$ cat config.mk
export PLATFORM = sky130hd
export DESIGN_NAME = scan_gateway
export DESIGN_NICKNAME = d
export VERILOG_FILES = /design/src/verilog/tap_state_tracker.v /design/src/verilog/shadow_receiver.v /design/src/verilog/scan_gateway.v
export VERILOG_INCLUDE_DIRS = /design/src /design/src/verilog
export SDC_FILE = /design/constraint.sdc
export NUM_CORES = 1
export LEC_CHECK = 0
export BUFFER_PORTS_ARGS = -buffer_cell sky130_fd_sc_hd__buf_2
export CAP_MARGIN = 20
export CORE_UTILIZATION = 50
export DETAILED_ROUTE_END_ITERATION = 8
export PLACE_DENSITY_LB_ADDON = 0.05
export SETUP_SLACK_MARGIN = 0.5
export SLEW_MARGIN = 25
export SYNTH_ARGS = -nofsm -noshare
export SYNTH_HDL_FRONTEND = slang
export SYNTH_SLANG_ARGS = --single-unit
export TNS_END_PERCENT = 30
$ cat constraint.sdc
create_clock -name clk_sys -period 3.16 [get_ports clk_sys]
set_input_delay 0.158 -clock clk_sys [delete_from_list [all_inputs] [get_ports clk_sys]]
set_output_delay 0.158 -clock clk_sys [all_outputs]
set_load 0.01 [all_outputs]
$ cat src/verilog/scan_gateway_map.vh
`ifndef SCAN_GATEWAY_MAP_VH
`define SCAN_GATEWAY_MAP_VH

// Shadow frame layout: sync marker, address, position, port configuration.
`define SYNC_W           8
`define SYNC_PATTERN     8'ha5
`define ADDR_W           10
`define POS_W            3
`define CFG_W            3
`define FRAME_W          24
// Acknowledge pattern shifted out on the primary data output, LSB first.
`define ACK_BITS         8
`define ACK_PATTERN      8'h3c
`define ACK_CNT_W        4
// Address that every gateway accepts as a broadcast.
`define BCAST_ADDR       10'h000
// Port configuration value that requests all ports off (active low selects).
`define CFG_ALL_OFF      3'h7

// Connect status codes.
`define ST_OFF           3'h0
`define ST_ON            3'h1
`define ST_BROADCAST     3'h2
`define ST_BYPASS        3'h3
`define ST_BYPASS_RESET  3'h4
`define ST_TEST_RESET    3'h5

// Wishbone register byte offsets.
`define REG_CTRL         4'h0
`define REG_STATUS       4'h4
`define REG_FRAMES       4'h8
// Control register fields and reset value.
`define CTRL_PROTO_EN    0
`define CTRL_DISCONNECT  1
`define CTRL_RESET       1'h1

`endif

$ cat src/verilog/tap_state_tracker.v
`timescale 1ns/10ps
// Follows the standard test-port controller from sampled mode-select bits.
module tap_state_tracker (
    input  wire       clk_sys,
    input  wire       rst_n,
    input  wire       step,
    input  wire       tms,
    output reg  [3:0] state_q,
    output wire       stable
);
    localparam [3:0] TLR = 4'h0, RTI = 4'h1, SEL_DR = 4'h2, CAP_DR = 4'h3,
                     SH_DR = 4'h4, EX1_DR = 4'h5, PA_DR = 4'h6, EX2_DR = 4'h7,
                     UPD_DR = 4'h8, SEL_IR = 4'h9, CAP_IR = 4'ha, SH_IR = 4'hb,
                     EX1_IR = 4'hc, PA_IR = 4'hd, EX2_IR = 4'he, UPD_IR = 4'hf;

    reg [3:0] state_d;

    // Shadow frames are only heard in four of the states that hold still: reset, idle and the two pause states.
    assign stable = (state_q == TLR) || (state_q == RTI) ||
                    (state_q == PA_DR) || (state_q == PA_IR);

    ////////////////////////////////////////////////////////////////////////
    // Next-state decode of the controller graph.
    always @* begin
        case (state_q)
            TLR:     state_d = tms ? TLR : RTI;
            RTI:     state_d = tms ? SEL_DR : RTI;
            SEL_DR:  state_d = tms ? SEL_IR : CAP_DR;
            CAP_DR:  state_d = tms ? EX1_DR : SH_DR;
            SH_DR:   state_d = tms ? EX1_DR : SH_DR;
            EX1_DR:  state_d = tms ? UPD_DR : PA_DR;
            PA_DR:   state_d = tms ? EX2_DR : PA_DR;
            EX2_DR:  state_d = tms ? UPD_DR : SH_DR;
            UPD_DR:  state_d = tms ? SEL_DR : RTI;
            SEL_IR:  state_d = tms ? TLR : CAP_IR;
            CAP_IR:  state_d = tms ? EX1_IR : SH_IR;
            SH_IR:   state_d = tms ? EX1_IR : SH_IR;
            EX1_IR:  state_d = tms ? UPD_IR : PA_IR;
            PA_IR:   state_d = tms ? EX2_IR : PA_IR;
            EX2_IR:  state_d = tms ? UPD_IR : SH_IR;
            UPD_IR:  state_d = tms ? SEL_DR : RTI;
            default: state_d = TLR;
        endcase
    end

    // Advance once per rising test-clock edge.
    always @(posedge clk_sys or negedge rst_n) begin
        if (!rst_n) begin
            state_q <= TLR;
        end else if (step) begin
            state_q <= state_d;
        end
    end
endmodule // tap_state_tracker

$ cat src/verilog/shadow_receiver.v
`timescale 1ns/10ps
`include "scan_gateway_map.vh"
// Serial shadow frame receiver; reports a frame when the sync marker lines up.
module shadow_receiver #(
    parameter FRAME_W = `FRAME_W
) (
    input  wire                clk_sys,
    input  wire                rst_n,
    input  wire                bit_stb,
    input  wire                bit_val,
    input  wire                enable,
    output reg                 frame_stb_q,
    output wire [`ADDR_W-1:0]  rx_addr,
    output wire [`POS_W-1:0]   rx_pos,
    output wire [`CFG_W-1:0]   rx_cfg
);
    reg [FRAME_W-1:0] shift_q;
    reg [5:0]         fill_q;
    wire              full;

    assign full    = (fill_q >= FRAME_W[5:0] - 6'h01);
    assign rx_addr = shift_q[`ADDR_W+`POS_W+`CFG_W-1:`POS_W+`CFG_W];
    assign rx_pos  = shift_q[`POS_W+`CFG_W-1:`CFG_W];
    assign rx_cfg  = shift_q[`CFG_W-1:0];

    ////////////////////////////////////////////////////////////////////////
    // Bits enter MSB first; leaving a quiet state drops a partial frame so
    // ordinary scan data can never be taken for a frame.
    always @(posedge clk_sys or negedge rst_n) begin
        if (!rst_n) begin
            shift_q     <= {FRAME_W{1'b0}};
            fill_q      <= 6'h00;
            frame_stb_q <= 1'b0;
        end else begin
            frame_stb_q <= 1'b0;
            if (!enable) begin
                fill_q <= 6'h00;
            end else if (bit_stb) begin
                shift_q <= {shift_q[FRAME_W-2:0], bit_val};
                if (full && shift_q[FRAME_W-2:FRAME_W-`SYNC_W-1] == `SYNC_PATTERN) begin
                    frame_stb_q <= 1'b1;
                    fill_q      <= 6'h00;
                end else if (!full) begin
                    fill_q <= fill_q + 6'h01;
                end
            end
        end
    end
endmodule // shadow_receiver

$ cat src/verilog/scan_gateway.v
// The Wishbone register port and the placing of the registers are this design's own decisions.
`timescale 1ns/10ps
`include "scan_gateway_map.vh"
// Summary of operation
// - Received address compared to straps, top bit MSB.
// - Received position compared to straps, MSB first.
// - Unconnected straps read as high.
// - Bypass low gives bypass or bypass-with-reset.
// - Bypass low ignores frames; bypass pins configure.
// - Bypass high lets frames be answered.
// - Active ports drive their connect indicator low.
// - Inactive ports hold their connect indicator high.
// - Indicators and primary output change on falling edges.
// - Test clock always forwarded to all ports.
// - Frames and status changes follow test clock.
// - Frame bits sampled on rising test clock.
// - Acknowledge first, connect only afterwards.
// - Active statuses route primary input to selected ports.
// - Acknowledge leaves on the primary data output.
// - Bypass and on statuses drive primary output.
// - Off, broadcast and test-reset statuses float primary output.
// - Track test-port states; frames only when stable.
// - Test reset low clears state asynchronously.
module scan_gateway (
    input  wire        clk_sys,
    input  wire        rstn,
    input  wire [9:0]  strap_address_inputs,
    input  wire [2:0]  strap_position_inputs,
    input  wire [5:0]  bypass_select_inputs,
    input  wire        primary_test_clock,
    input  wire        primary_data_in,
    input  wire        primary_mode_select,
    input  wire        primary_test_reset_n,
    input  wire [2:0]  secondary_data_ins,
    output reg  [2:0]  connect_indicators_n,
    output reg         primary_data_out,
    output reg         primary_data_out_oe,
    output reg  [2:0]  secondary_test_clocks,
    output reg  [2:0]  secondary_data_outs,
    output reg  [2:0]  secondary_data_outs_oe,
    input  wire        wb_cyc_i,
    input  wire        wb_stb_i,
    input  wire        wb_we_i,
    input  wire [3:0]  wb_adr_i,
    input  wire [3:0]  wb_sel_i,
    input  wire [31:0] wb_dat_i,
    output reg  [31:0] wb_dat_o,
    output reg         wb_ack_o
);
    ////////////////////////////////////////////////////////////////////////
    // Pin synchronisers. Stage one is read only by stage two.
    // Pads are assumed to carry pull-ups, so floating straps arrive as ones.
    // Two stages guard against metastability.
    // A false fall after reset is harmless.
    localparam PIN_W = 26;
    wire [PIN_W-1:0] pins_raw;
    reg  [PIN_W-1:0] pins_s1_q;
    reg  [PIN_W-1:0] pins_s2_q;
    reg              tck_prev_q;

    assign pins_raw = {strap_address_inputs, strap_position_inputs, bypass_select_inputs,
                       primary_test_clock, primary_data_in, primary_mode_select,
                       primary_test_reset_n, secondary_data_ins};

    always @(posedge clk_sys or negedge rstn) begin
        if (!rstn) begin
            pins_s1_q  <= {PIN_W{1'b1}};
            pins_s2_q  <= {PIN_W{1'b1}};
            tck_prev_q <= 1'b1;
        end else begin
            pins_s1_q  <= pins_raw;
            pins_s2_q  <= pins_s1_q;
            tck_prev_q <= pins_s2_q[6];
        end
    end

    // Named slices of the synchronised pins.
    wire [9:0] addr_s  = pins_s2_q[25:16];
    wire [2:0] pos_s   = pins_s2_q[15:13];
    wire [5:0] byp_s   = pins_s2_q[12:7];
    wire       tck_s   = pins_s2_q[6];
    wire       tdi_s   = pins_s2_q[5];
    wire       tms_s   = pins_s2_q[4];
    wire       trst_n_s = pins_s2_q[3];
    wire [2:0] sdi_s   = pins_s2_q[2:0];
    wire       tck_rise = tck_s & ~tck_prev_q;
    wire       tck_fall = ~tck_s & tck_prev_q;

    // Gateway state falls back to power-up whenever test reset is low.
    wire gw_rst_n = rstn & primary_test_reset_n;

    ////////////////////////////////////////////////////////////////////////
    // Register file and its control bits.
    reg        proto_en_q;
    reg        disconnect_q;
    reg [7:0]  frames_q;
    reg [2:0]  status_q;
    reg [2:0]  sel_n_q;
    reg [2:0]  status_eff;
    reg [2:0]  sel_eff;
    wire [3:0] tap_state;
    wire       tap_stable;

    // Only byte lane 0 gates writes.
    wire wb_req  = wb_cyc_i & wb_stb_i & ~wb_ack_o;
    wire wb_wr   = wb_req & wb_we_i & wb_sel_i[0];

    // Every cycle request gets a one-cycle ack on the next edge, mapped or not.
    // Unmapped offsets still answer.
    always @(posedge clk_sys or negedge rstn) begin
        if (!rstn) begin
            wb_ack_o     <= 1'b0;
            wb_dat_o     <= 32'h00000000;
            proto_en_q   <= `CTRL_RESET;
            disconnect_q <= 1'b0;
        end else begin
            wb_ack_o     <= wb_req;
            disconnect_q <= 1'b0;
            if (wb_wr && wb_adr_i == `REG_CTRL) begin
                proto_en_q   <= wb_dat_i[`CTRL_PROTO_EN];
                disconnect_q <= wb_dat_i[`CTRL_DISCONNECT];
            end
            if (wb_req) begin
                case (wb_adr_i)
                    `REG_CTRL:   wb_dat_o <= {31'h00000000, proto_en_q};
                    `REG_STATUS: wb_dat_o <= {20'h00000, tap_state, 1'b0, ~sel_eff,
                                              1'b0, status_eff};
                    `REG_FRAMES: wb_dat_o <= {24'h000000, frames_q};
                    default:     wb_dat_o <= 32'h00000000;
                endcase
            end
        end
    end

    ////////////////////////////////////////////////////////////////////////
    // Test-port tracking and frame reception on rising test-clock edges.
    wire              frame_stb;
    wire [9:0]        rx_addr;
    wire [2:0]        rx_pos;
    wire [2:0]        rx_cfg;
    // Frames need quiet states and bypass high.
    wire              proto_allowed = byp_s[5] & proto_en_q & tap_stable;

    tap_state_tracker u_tap (
        .clk_sys (clk_sys),
        .rst_n   (gw_rst_n),
        .step    (tck_rise),
        .tms     (tms_s),
        .state_q (tap_state),
        .stable  (tap_stable)
    );

    shadow_receiver #(
        .FRAME_W (`FRAME_W)
    ) u_rx (
        .clk_sys     (clk_sys),
        .rst_n       (gw_rst_n),
        .bit_stb     (tck_rise),
        .bit_val     (tdi_s),
        .enable      (proto_allowed),
        .frame_stb_q (frame_stb),
        .rx_addr     (rx_addr),
        .rx_pos      (rx_pos),
        .rx_cfg      (rx_cfg)
    );

    ////////////////////////////////////////////////////////////////////////
    // Protocol sequencer: acknowledge, then connect.
    localparam [1:0] SQ_IDLE = 2'h0, SQ_ACK = 2'h1, SQ_CONNECT = 2'h2;
    reg [1:0]            sq_q;
    // The counter marks the last reply bit.
    reg [`ACK_CNT_W-1:0] ack_cnt_q;
    reg [`ACK_BITS-1:0]  ack_sh_q;
    reg [2:0]            cfg_hold_q;

    wire addr_hit  = (rx_addr == addr_s);
    wire pos_hit   = (rx_pos == pos_s);
    // Broadcasts are never acknowledged.
    wire bcast_hit = (rx_addr == `BCAST_ADDR);

    // Bypass low discards any frame in flight; apart from a Wishbone disconnect the status update
    // follows the test clock edges, so a stopped clock freezes the connection.
    always @(posedge clk_sys or negedge gw_rst_n) begin
        if (!gw_rst_n) begin
            sq_q       <= SQ_IDLE;
            ack_cnt_q  <= {`ACK_CNT_W{1'b0}};
            ack_sh_q   <= {`ACK_BITS{1'b0}};
            cfg_hold_q <= `CFG_ALL_OFF;
            status_q   <= `ST_OFF;
            sel_n_q    <= `CFG_ALL_OFF;
            frames_q   <= 8'h00;
        end else if (!byp_s[5]) begin
            sq_q <= SQ_IDLE;
        end else begin
            if (disconnect_q) begin
                status_q <= `ST_OFF;
                sel_n_q  <= `CFG_ALL_OFF;
            end
            case (sq_q)
                SQ_IDLE: begin
                    if (frame_stb && bcast_hit) begin
                        status_q <= `ST_BROADCAST;
                        sel_n_q  <= rx_cfg;
                        frames_q <= frames_q + 8'h01;
                    end else if (frame_stb && addr_hit && pos_hit) begin
                        sq_q       <= SQ_ACK;
                        ack_sh_q   <= `ACK_PATTERN;
                        ack_cnt_q  <= {`ACK_CNT_W{1'b0}};
                        cfg_hold_q <= rx_cfg;
                        frames_q   <= frames_q + 8'h01;
                    end
                end
                SQ_ACK: begin
                    if (tck_fall) begin
                        ack_sh_q  <= {1'b0, ack_sh_q[`ACK_BITS-1:1]};
                        ack_cnt_q <= ack_cnt_q + {{(`ACK_CNT_W-1){1'b0}}, 1'b1};
                        if (ack_cnt_q == `ACK_BITS - 1) begin
                            sq_q <= SQ_CONNECT;
                        end
                    end
                end
                SQ_CONNECT: begin
                    if (tck_rise) begin
                        sq_q     <= SQ_IDLE;
                        sel_n_q  <= cfg_hold_q;
                        status_q <= (cfg_hold_q == `CFG_ALL_OFF) ? `ST_OFF : `ST_ON;
                    end
                end
                default: sq_q <= SQ_IDLE;
            endcase
        end
    end

    ////////////////////////////////////////////////////////////////////////
    // Effective status: bypass pins override everything, then test reset.
    // Test reset is the synchronised copy here.
    always @* begin
        if (!byp_s[5]) begin
            status_eff = trst_n_s ? `ST_BYPASS : `ST_BYPASS_RESET;
            sel_eff    = ~byp_s[2:0];
        end else if (!trst_n_s) begin
            status_eff = `ST_TEST_RESET;
            sel_eff    = 3'h0;
        end else begin
            status_eff = status_q;
            sel_eff    = (status_q == `ST_OFF) ? 3'h0 : ~sel_n_q;
        end
    end

    wire st_active = (status_eff == `ST_BYPASS) || (status_eff == `ST_BYPASS_RESET) ||
                     (status_eff == `ST_BROADCAST) || (status_eff == `ST_ON);
    wire st_drives = (status_eff == `ST_BYPASS) || (status_eff == `ST_BYPASS_RESET) ||
                     (status_eff == `ST_ON);
    wire [2:0] act = st_active ? sel_eff : 3'h0;
    wire       acking = (sq_q == SQ_ACK) && byp_s[5];

    // Selected ports form one chain in port order; a broadcast feeds every
    // selected port straight from the primary input instead.
    // Unselected ports drop out of the chain.
    reg [2:0] chain_in;
    reg       chain_out;
    integer   i;
    always @* begin
        chain_out = tdi_s;
        chain_in  = 3'h0;
        for (i = 0; i < 3; i = i + 1) begin
            chain_in[i] = (status_eff == `ST_BROADCAST) ? tdi_s : chain_out;
            if (act[i]) begin
                chain_out = sdi_s[i];
            end
        end
    end

    ////////////////////////////////////////////////////////////////////////
    // Pin outputs other than the forwarded test clocks, updated only on falling test-clock edges.
    // A stopped test clock freezes them.
    always @(posedge clk_sys or negedge rstn) begin
        if (!rstn) begin
            connect_indicators_n   <= 3'h7;
            primary_data_out       <= 1'b0;
            primary_data_out_oe    <= 1'b0;
            secondary_data_outs    <= 3'h0;
            secondary_data_outs_oe <= 3'h0;
            secondary_test_clocks  <= 3'h0;
        end else begin
            secondary_test_clocks <= {3{tck_s}};
            if (tck_fall) begin
                connect_indicators_n   <= ~act;
                secondary_data_outs    <= chain_in & act;
                secondary_data_outs_oe <= act;
                if (acking) begin
                    primary_data_out    <= ack_sh_q[0];
                    primary_data_out_oe <= 1'b1;
                end else begin
                    primary_data_out    <= chain_out;
                    primary_data_out_oe <= st_drives && (act != 3'h0);
                end
            end
        end
    end
endmodule // scan_gateway

* Yosys cells after proc, flatten, opt, wreduce, memory -nomap -nowiden
Cells that the tools add are included.
** Operators by class
- Add/subtract/negate cells :: 3
- Reduce and logical (&&, ||, !) cells :: 31
- Multiplexer cells :: 62
- Order comparisons :: 1
- Equality and inequality tests :: 38
- Bitwise operators :: 18
** Operators by type and width (count)
- $pmux W4 S12 :: 1
- $mux W3 :: 15
- $mux W8 :: 5
- $eq A4 B4 Y1 const B :: 9
- $pmux W12 S3 :: 1
- $mux W4 :: 7
- $eq A4 B3 Y1 const B :: 6
- $mux W6 :: 4
- $mux W2 :: 9
- $ne A3 B3 Y1 const B :: 6
- $pmux W8 S2 :: 1
- $mux W1 :: 15
- $not A3 Y3 :: 4
- $pmux W3 S2 :: 2
- $eq A10 B10 Y1 :: 1
- $logic_not A10 Y1 :: 1
- $reduce_and A5 Y1 :: 2
- $and A1 B1 Y1 :: 9
- $add A8 B1 Y8 const B :: 1
- $eq A4 B2 Y1 const B :: 2
- $eq A8 B8 Y1 const B :: 1
- $logic_not A4 Y1 :: 2
- $ne A2 B2 Y1 const B :: 4
- $pmux W4 S2 :: 1
- other kinds (24) :: 44
** Storage, ports and cells
- Word-level logic and storage cells :: 177
- Register bits :: 165

* Longest topological paths before layout
- Depth in word-level cells :: 11
- Mapped depth :: 8
- Gate-level depth less buffers :: 6

* By module
Synthesis repeated with hierarchy kept, for this count alone.
** Unflattened totals
- Cell total of the unflattened synthesis :: 520
- Area, all modules :: 6217.2 µm²
** Modules (own cells, without submodules)
- scan_gateway :: cells each 363, seq. area each 2701.3 µm², instances 1, area an instance 4410.5 µm²
- shadow_receiver :: cells each 105, seq. area each 750.7 µm², instances 1, area an instance 1390.1 µm²
- tap_state_tracker :: cells each 52, seq. area each 100.1 µm², instances 1, area an instance 416.6 µm²

* Worst setup path before layout
No wires, ideal clock.
- Path type :: reg2reg
- Start :: reg pins_s2_q[12]
- End :: reg secondary_data_outs[1]
- Clock period less this slack :: 1893 ps
- Setup slack :: 1267 ps
- Library setup time :: 121 ps
- Data required time :: 3039 ps
- Buffers on the path :: 1
- Stages on the path, launching flop included :: 7
- Data arrival time :: 1772 ps
- Path through :: dfstp_2 > buf_2 > nand2_1 > o32a_1 > nor3_1 > mux2_1 > a22o_1
** On the way
- Word-level cells in the longest chain between the ends :: 9
- Elaborated cells on any way between the ends :: 13
- Those cells by class :: 4 x eq/ne; 5 x mux; 1 x bitwise; 3 x reduce/logical
** Ends and longest elaborated chain
- start, declared :: line scan_gateway.v:58 : reg [PIN_W-1:0] pins_s2_q;
- start signal, assigned :: line scan_gateway.v:68 : pins_s2_q <= {PIN_W{1'b1}};
- start signal, assigned :: line scan_gateway.v:72 : pins_s2_q <= pins_s1_q;
- $mux W3 :: line scan_gateway.v:238 : if (!byp_s[5]) begin
- $eq A3 B2 Y1 (no line) or $eq A3 B3 Y1 (tied branches)
- $logic_or A1 B1 Y1 (3 in series) :: line scan_gateway.v:250 : wire st_active = (status_eff == `ST_BYPASS) || (status_eff == `ST_BYPASS_RESET) ||
- $mux W3 :: line scan_gateway.v:254 : wire [2:0] act = st_active ? sel_eff : 3'h0;
- $mux W1 :: line scan_gateway.v:268 : if (act[i]) begin
- $mux W1 :: line scan_gateway.v:267 : chain_in[i] = (status_eff == `ST_BROADCAST) ? tdi_s : chain_out;
- $and A3 B3 Y3 * :: line scan_gateway.v:289 : secondary_data_outs <= chain_in & act;
- end signal, assigned :: line scan_gateway.v:289
- end, declared :: line scan_gateway.v:39 : output reg [2:0] secondary_data_outs,
Every way passes the cells marked *; elsewhere a longest branch is shown, timed or not.
A chain may end at the register's enable or synchronous reset.

* Final worst setup path
Ends and elaborated chain as after synthesis.

==> results by group <==
Run status
  – Outcome: completed

CTS
  – CTS hold repair buffers: 27
  – Postcts setup bufs: 0
  – Resized Gates After CTS: 0
  – Clock sink count: 139
  – Root Driver: clkbuf_16
  – Clock buffer depth: 2
  – CTS tree: done
  – H-tree Lvls: 4
  – Clk_lat worst skew: 0.43 ns
  – CTS clk-pin slew, worst paths: 0.06 ns
  – Num CTS Buffers: 17

Critical path
  – Critical path class: flip-flop to flip-flop
  – FF-to-FF Start: pins_s2_q[12]$_DFF_PN1_
  – Worst path required time: 3.47 ns
  – Crit. End Element: flip-flop
  – CP startpoint kind: flip-flop
  – Worst Reg-to-Reg Cells: 6
  – R2r setup slk: 0.92 ns
  – Critical-path maximum fanout: 15
  – Reg2reg end: secondary_data_outs[1]$_DFFE_PN0P_
  – Crit path DAT: 2.56 ns

Routing
  – DR DRC count: 0
  – Vias per cell: 5.39
  – Starting DRC count in detailed routing: 299
  – Drt first pass iters: 5
  – Drt total wl: 11.6 mm
  – Antenna viol nets, final: 0
  – Vias: 4,107
  – DR WL/cell: 15.2 microns

Placement
  – GP Congestion: 0.809
  – Post-placement cell area: 6470 sq um
  – Placed Cells incl. Taps: 703
  – HPWL Detailed: 7.78 mm
  – Pre-CTS WS: 0.911 ns
  – Count of input and output buffers: 62

STA
  – Tcrit/Tclk final: 70.9%
  – RSZ-0062 raised after global routing: no
  – Setup violations, final: 0
  – Rel. slew slack: 51.3%
  – Tmin final: 2.24 ns
  – Fin Setup TNS: 0 ns
  – Worst slew pin tran: 0.728 ns
  – Max Freq: 446 MHz
  – Final hold violations: 0
  – Slew Viols, Final: 0
  – Final worst slack: 0.919 ns
  – Worst Skew: 0.0158 ns

Synthesis
  – Yosys warns: 0
  – Dominant synthesized flop cell: dfrtp_1
  – Number of synthesized flops with an enable pin: 0
  – Compound-Gate Fraction of Synth Area: 11.8%
  – XOR/XNOR Fraction of Synth Area: 3.00%
  – Distinct cells, synth: 70
  – Simple-gate share of the synthesized area: 14.3%
  – Largest family of logic cells by synthesized area: simple AND/OR/NAND/NOR gates
  – Sequential area share after synthesis: 57.8%
  – Avg Cell Area, Syn: 12.0 sq um
  – Post-synthesis mux area share: 7.31%
  – Yosys reg bits: 139
  – Adder-Cell Fraction of Synth Area: 0.611%
  – Syn Inst Count: 511
  – Post-Syn Area: 6140 sq um
  – Async SR Flop Fraction: 100%

Power and ir drop
  – PD cells: 586 nW/um^2
  – Leakage: 3.44 nW
  – Worst vdd ir: 0.000504 V

Worst hold path
  – Hold WC Path Type: input pin to flip-flop
  – Origin of the worst min-delay path: wb_sel_i[0]
  – Hold Path Sink: disconnect_q$_DFF_PN0_
  – Worst Hold Depth: 3

Finish
  – Commonest cells after routing, fill and taps aside: dfrtp_1 (80), buf_2 (61), dfstp_2 (59)
  – Commonest non-fill, non-tap cell in the layout: dfrtp_1
  – Fill cells: 966
  – Inserted Diodes: 0
  – Layout Cells excl Fill: 762
  – Multi-input logic area: 2360 sq um
  – Finished Core Util: 60.9%
  – Final net count: 676
  – Layout area overhead: 19.2%
  – Post-Layout Inst Area: 7320 sq um
  – Sequential Area: 3550 sq um
  – Fraction of final layout cells sized beyond drive strength 1: 33.0%

Run
  – Max cap viols: 0

Die
  – FP Rows: 40
  – Die Span Y: 113 microns
  – Starting Density: 51.1%
  – Core area: 12,000 sq um
  – Die Wd: 113 microns
  – Die area: 12,700 sq um
  – Ports: 118

GRT
  – Total Routing Usage GR: 20.4%
  – Gr ovfl total: 0
  – Global-route wire length before repair: 19.8 mm
  – Pin count of the biggest net entering global routing: 48
  – Initial antenna violation count: 0
  – Number of global-route vias before repair: 3,978
## layer usage
metal	vias to the layer above	wire length, microns	global-route usage, %
met1	2013	5440	28.3
met2	123	5400	30.7
li1	1961	-	-
met5	-	0	0
met4	0	99	6.58
met3	10	610	6.37
## report_power, final
part / internal [mW] / switching (mW) / total, mW
registers: 1.89 / 0.115 / 2.00
clock network: 1.16 / 0.756 / 1.91
logic: 0.175 / 0.201 / 0.377
total: 3.22 / 1.07 / 4.29
## synthesized netlist by cell type (9+ instances only)
master | count | area [sq um]
dfrtp_1 | 80 | 2000
dfstp_2 | 59 | 1550
nand2_1 | 49 | 184
nor2_1 | 32 | 120
a21oi_1 | 28 | 140
buf_4 | 23 | 173
xor2_1 | 21 | 184
o21ai_0 | 20 | 100
mux2_4 | 19 | 285
nand3_1 | 13 | 65.1
nor3_1 | 12 | 60.1
clkbuf_1 | 9 | 33.8
## logic make-up (layout without fill, tap and decap cells)
family                     Yosys count  in the layout
and+or+nand+nor                    161            161
DFF                                139            139
xor gates and xnor gates            21             21
buffers and inverters               49            134
adders and majority gates            3              3
muxes                               34             34
other                                1             20
AOI/OAI and AO/OA                  103            103
## stage by stage
step | total power, mW | hold slack, ns
2_1_floorplan | 2.29 | -0.138
3_3_place_gp | 2.37 | 0.123
3_5_place_dp | 2.38 | 0.129
4_1_cts | 4.34 | 0.0301
5_1_grt | 4.49 | 0.0412
6_report | 4.29 | 0.0305
## worst max path at each step
stage / cells past startpoint / end / from / slack, ns
floorplan: 1 / ack_cnt_q[0]$_DFFE_PN0P_ / primary_test_reset_n / 1.09
global placement: 5 / cfg_hold_q[0]$_DFFE_PN1P_ / pins_s2_q[13]$_DFF_PN1_ / 0.91
detailed placement: 5 / cfg_hold_q[2]$_DFFE_PN1P_ / u_rx.shift_q[11]$_DFFE_PN0P_ / 0.91
CTS: 5 / cfg_hold_q[2]$_DFFE_PN1P_ / u_rx.shift_q[11]$_DFFE_PN0P_ / 0.89
global route: 5 / cfg_hold_q[0]$_DFFE_PN1P_ / u_rx.shift_q[11]$_DFFE_PN0P_ / 0.74
finish: 6 / secondary_data_outs[1]$_DFFE_PN0P_ / pins_s2_q[12]$_DFF_PN1_ / 0.92
## critical path: stages (launching register included)
cell     delay [ns]
dfstp_2        0.61
buf_4          0.23
nand2_1        0.11
nor4b_1        0.53
nor3_1         0.12
mux2_1         0.33
a22o_1         0.20
## state kept, by name, summed over array words and instances (netlist names), 2 cells and up
signal and flops:
sq_q 2, pins_s2_q 24, secondary_data_outs 3, ack_cnt_q 4, cfg_hold_q 3, ack_sh_q 6, status_q 3, connect_indicators_n 3
wb_dat_o 12, u_tap.state_q 4, sel_n_q 3, u_rx.fill_q 6, secondary_data_outs_oe 3, u_rx.shift_q 23, pins_s1_q 24, frames_q 8
## cell type report
type	count	area share, %
sequential	139	48.5
multi-input combinational	342	32.2
timing repair buffer	94	8.48
clock buffer	21	6.44
tap	147	2.51
clock inverter	11	1.45
inverter	8	0.410
No activity file was read; power rests on OpenSTA's default activity.
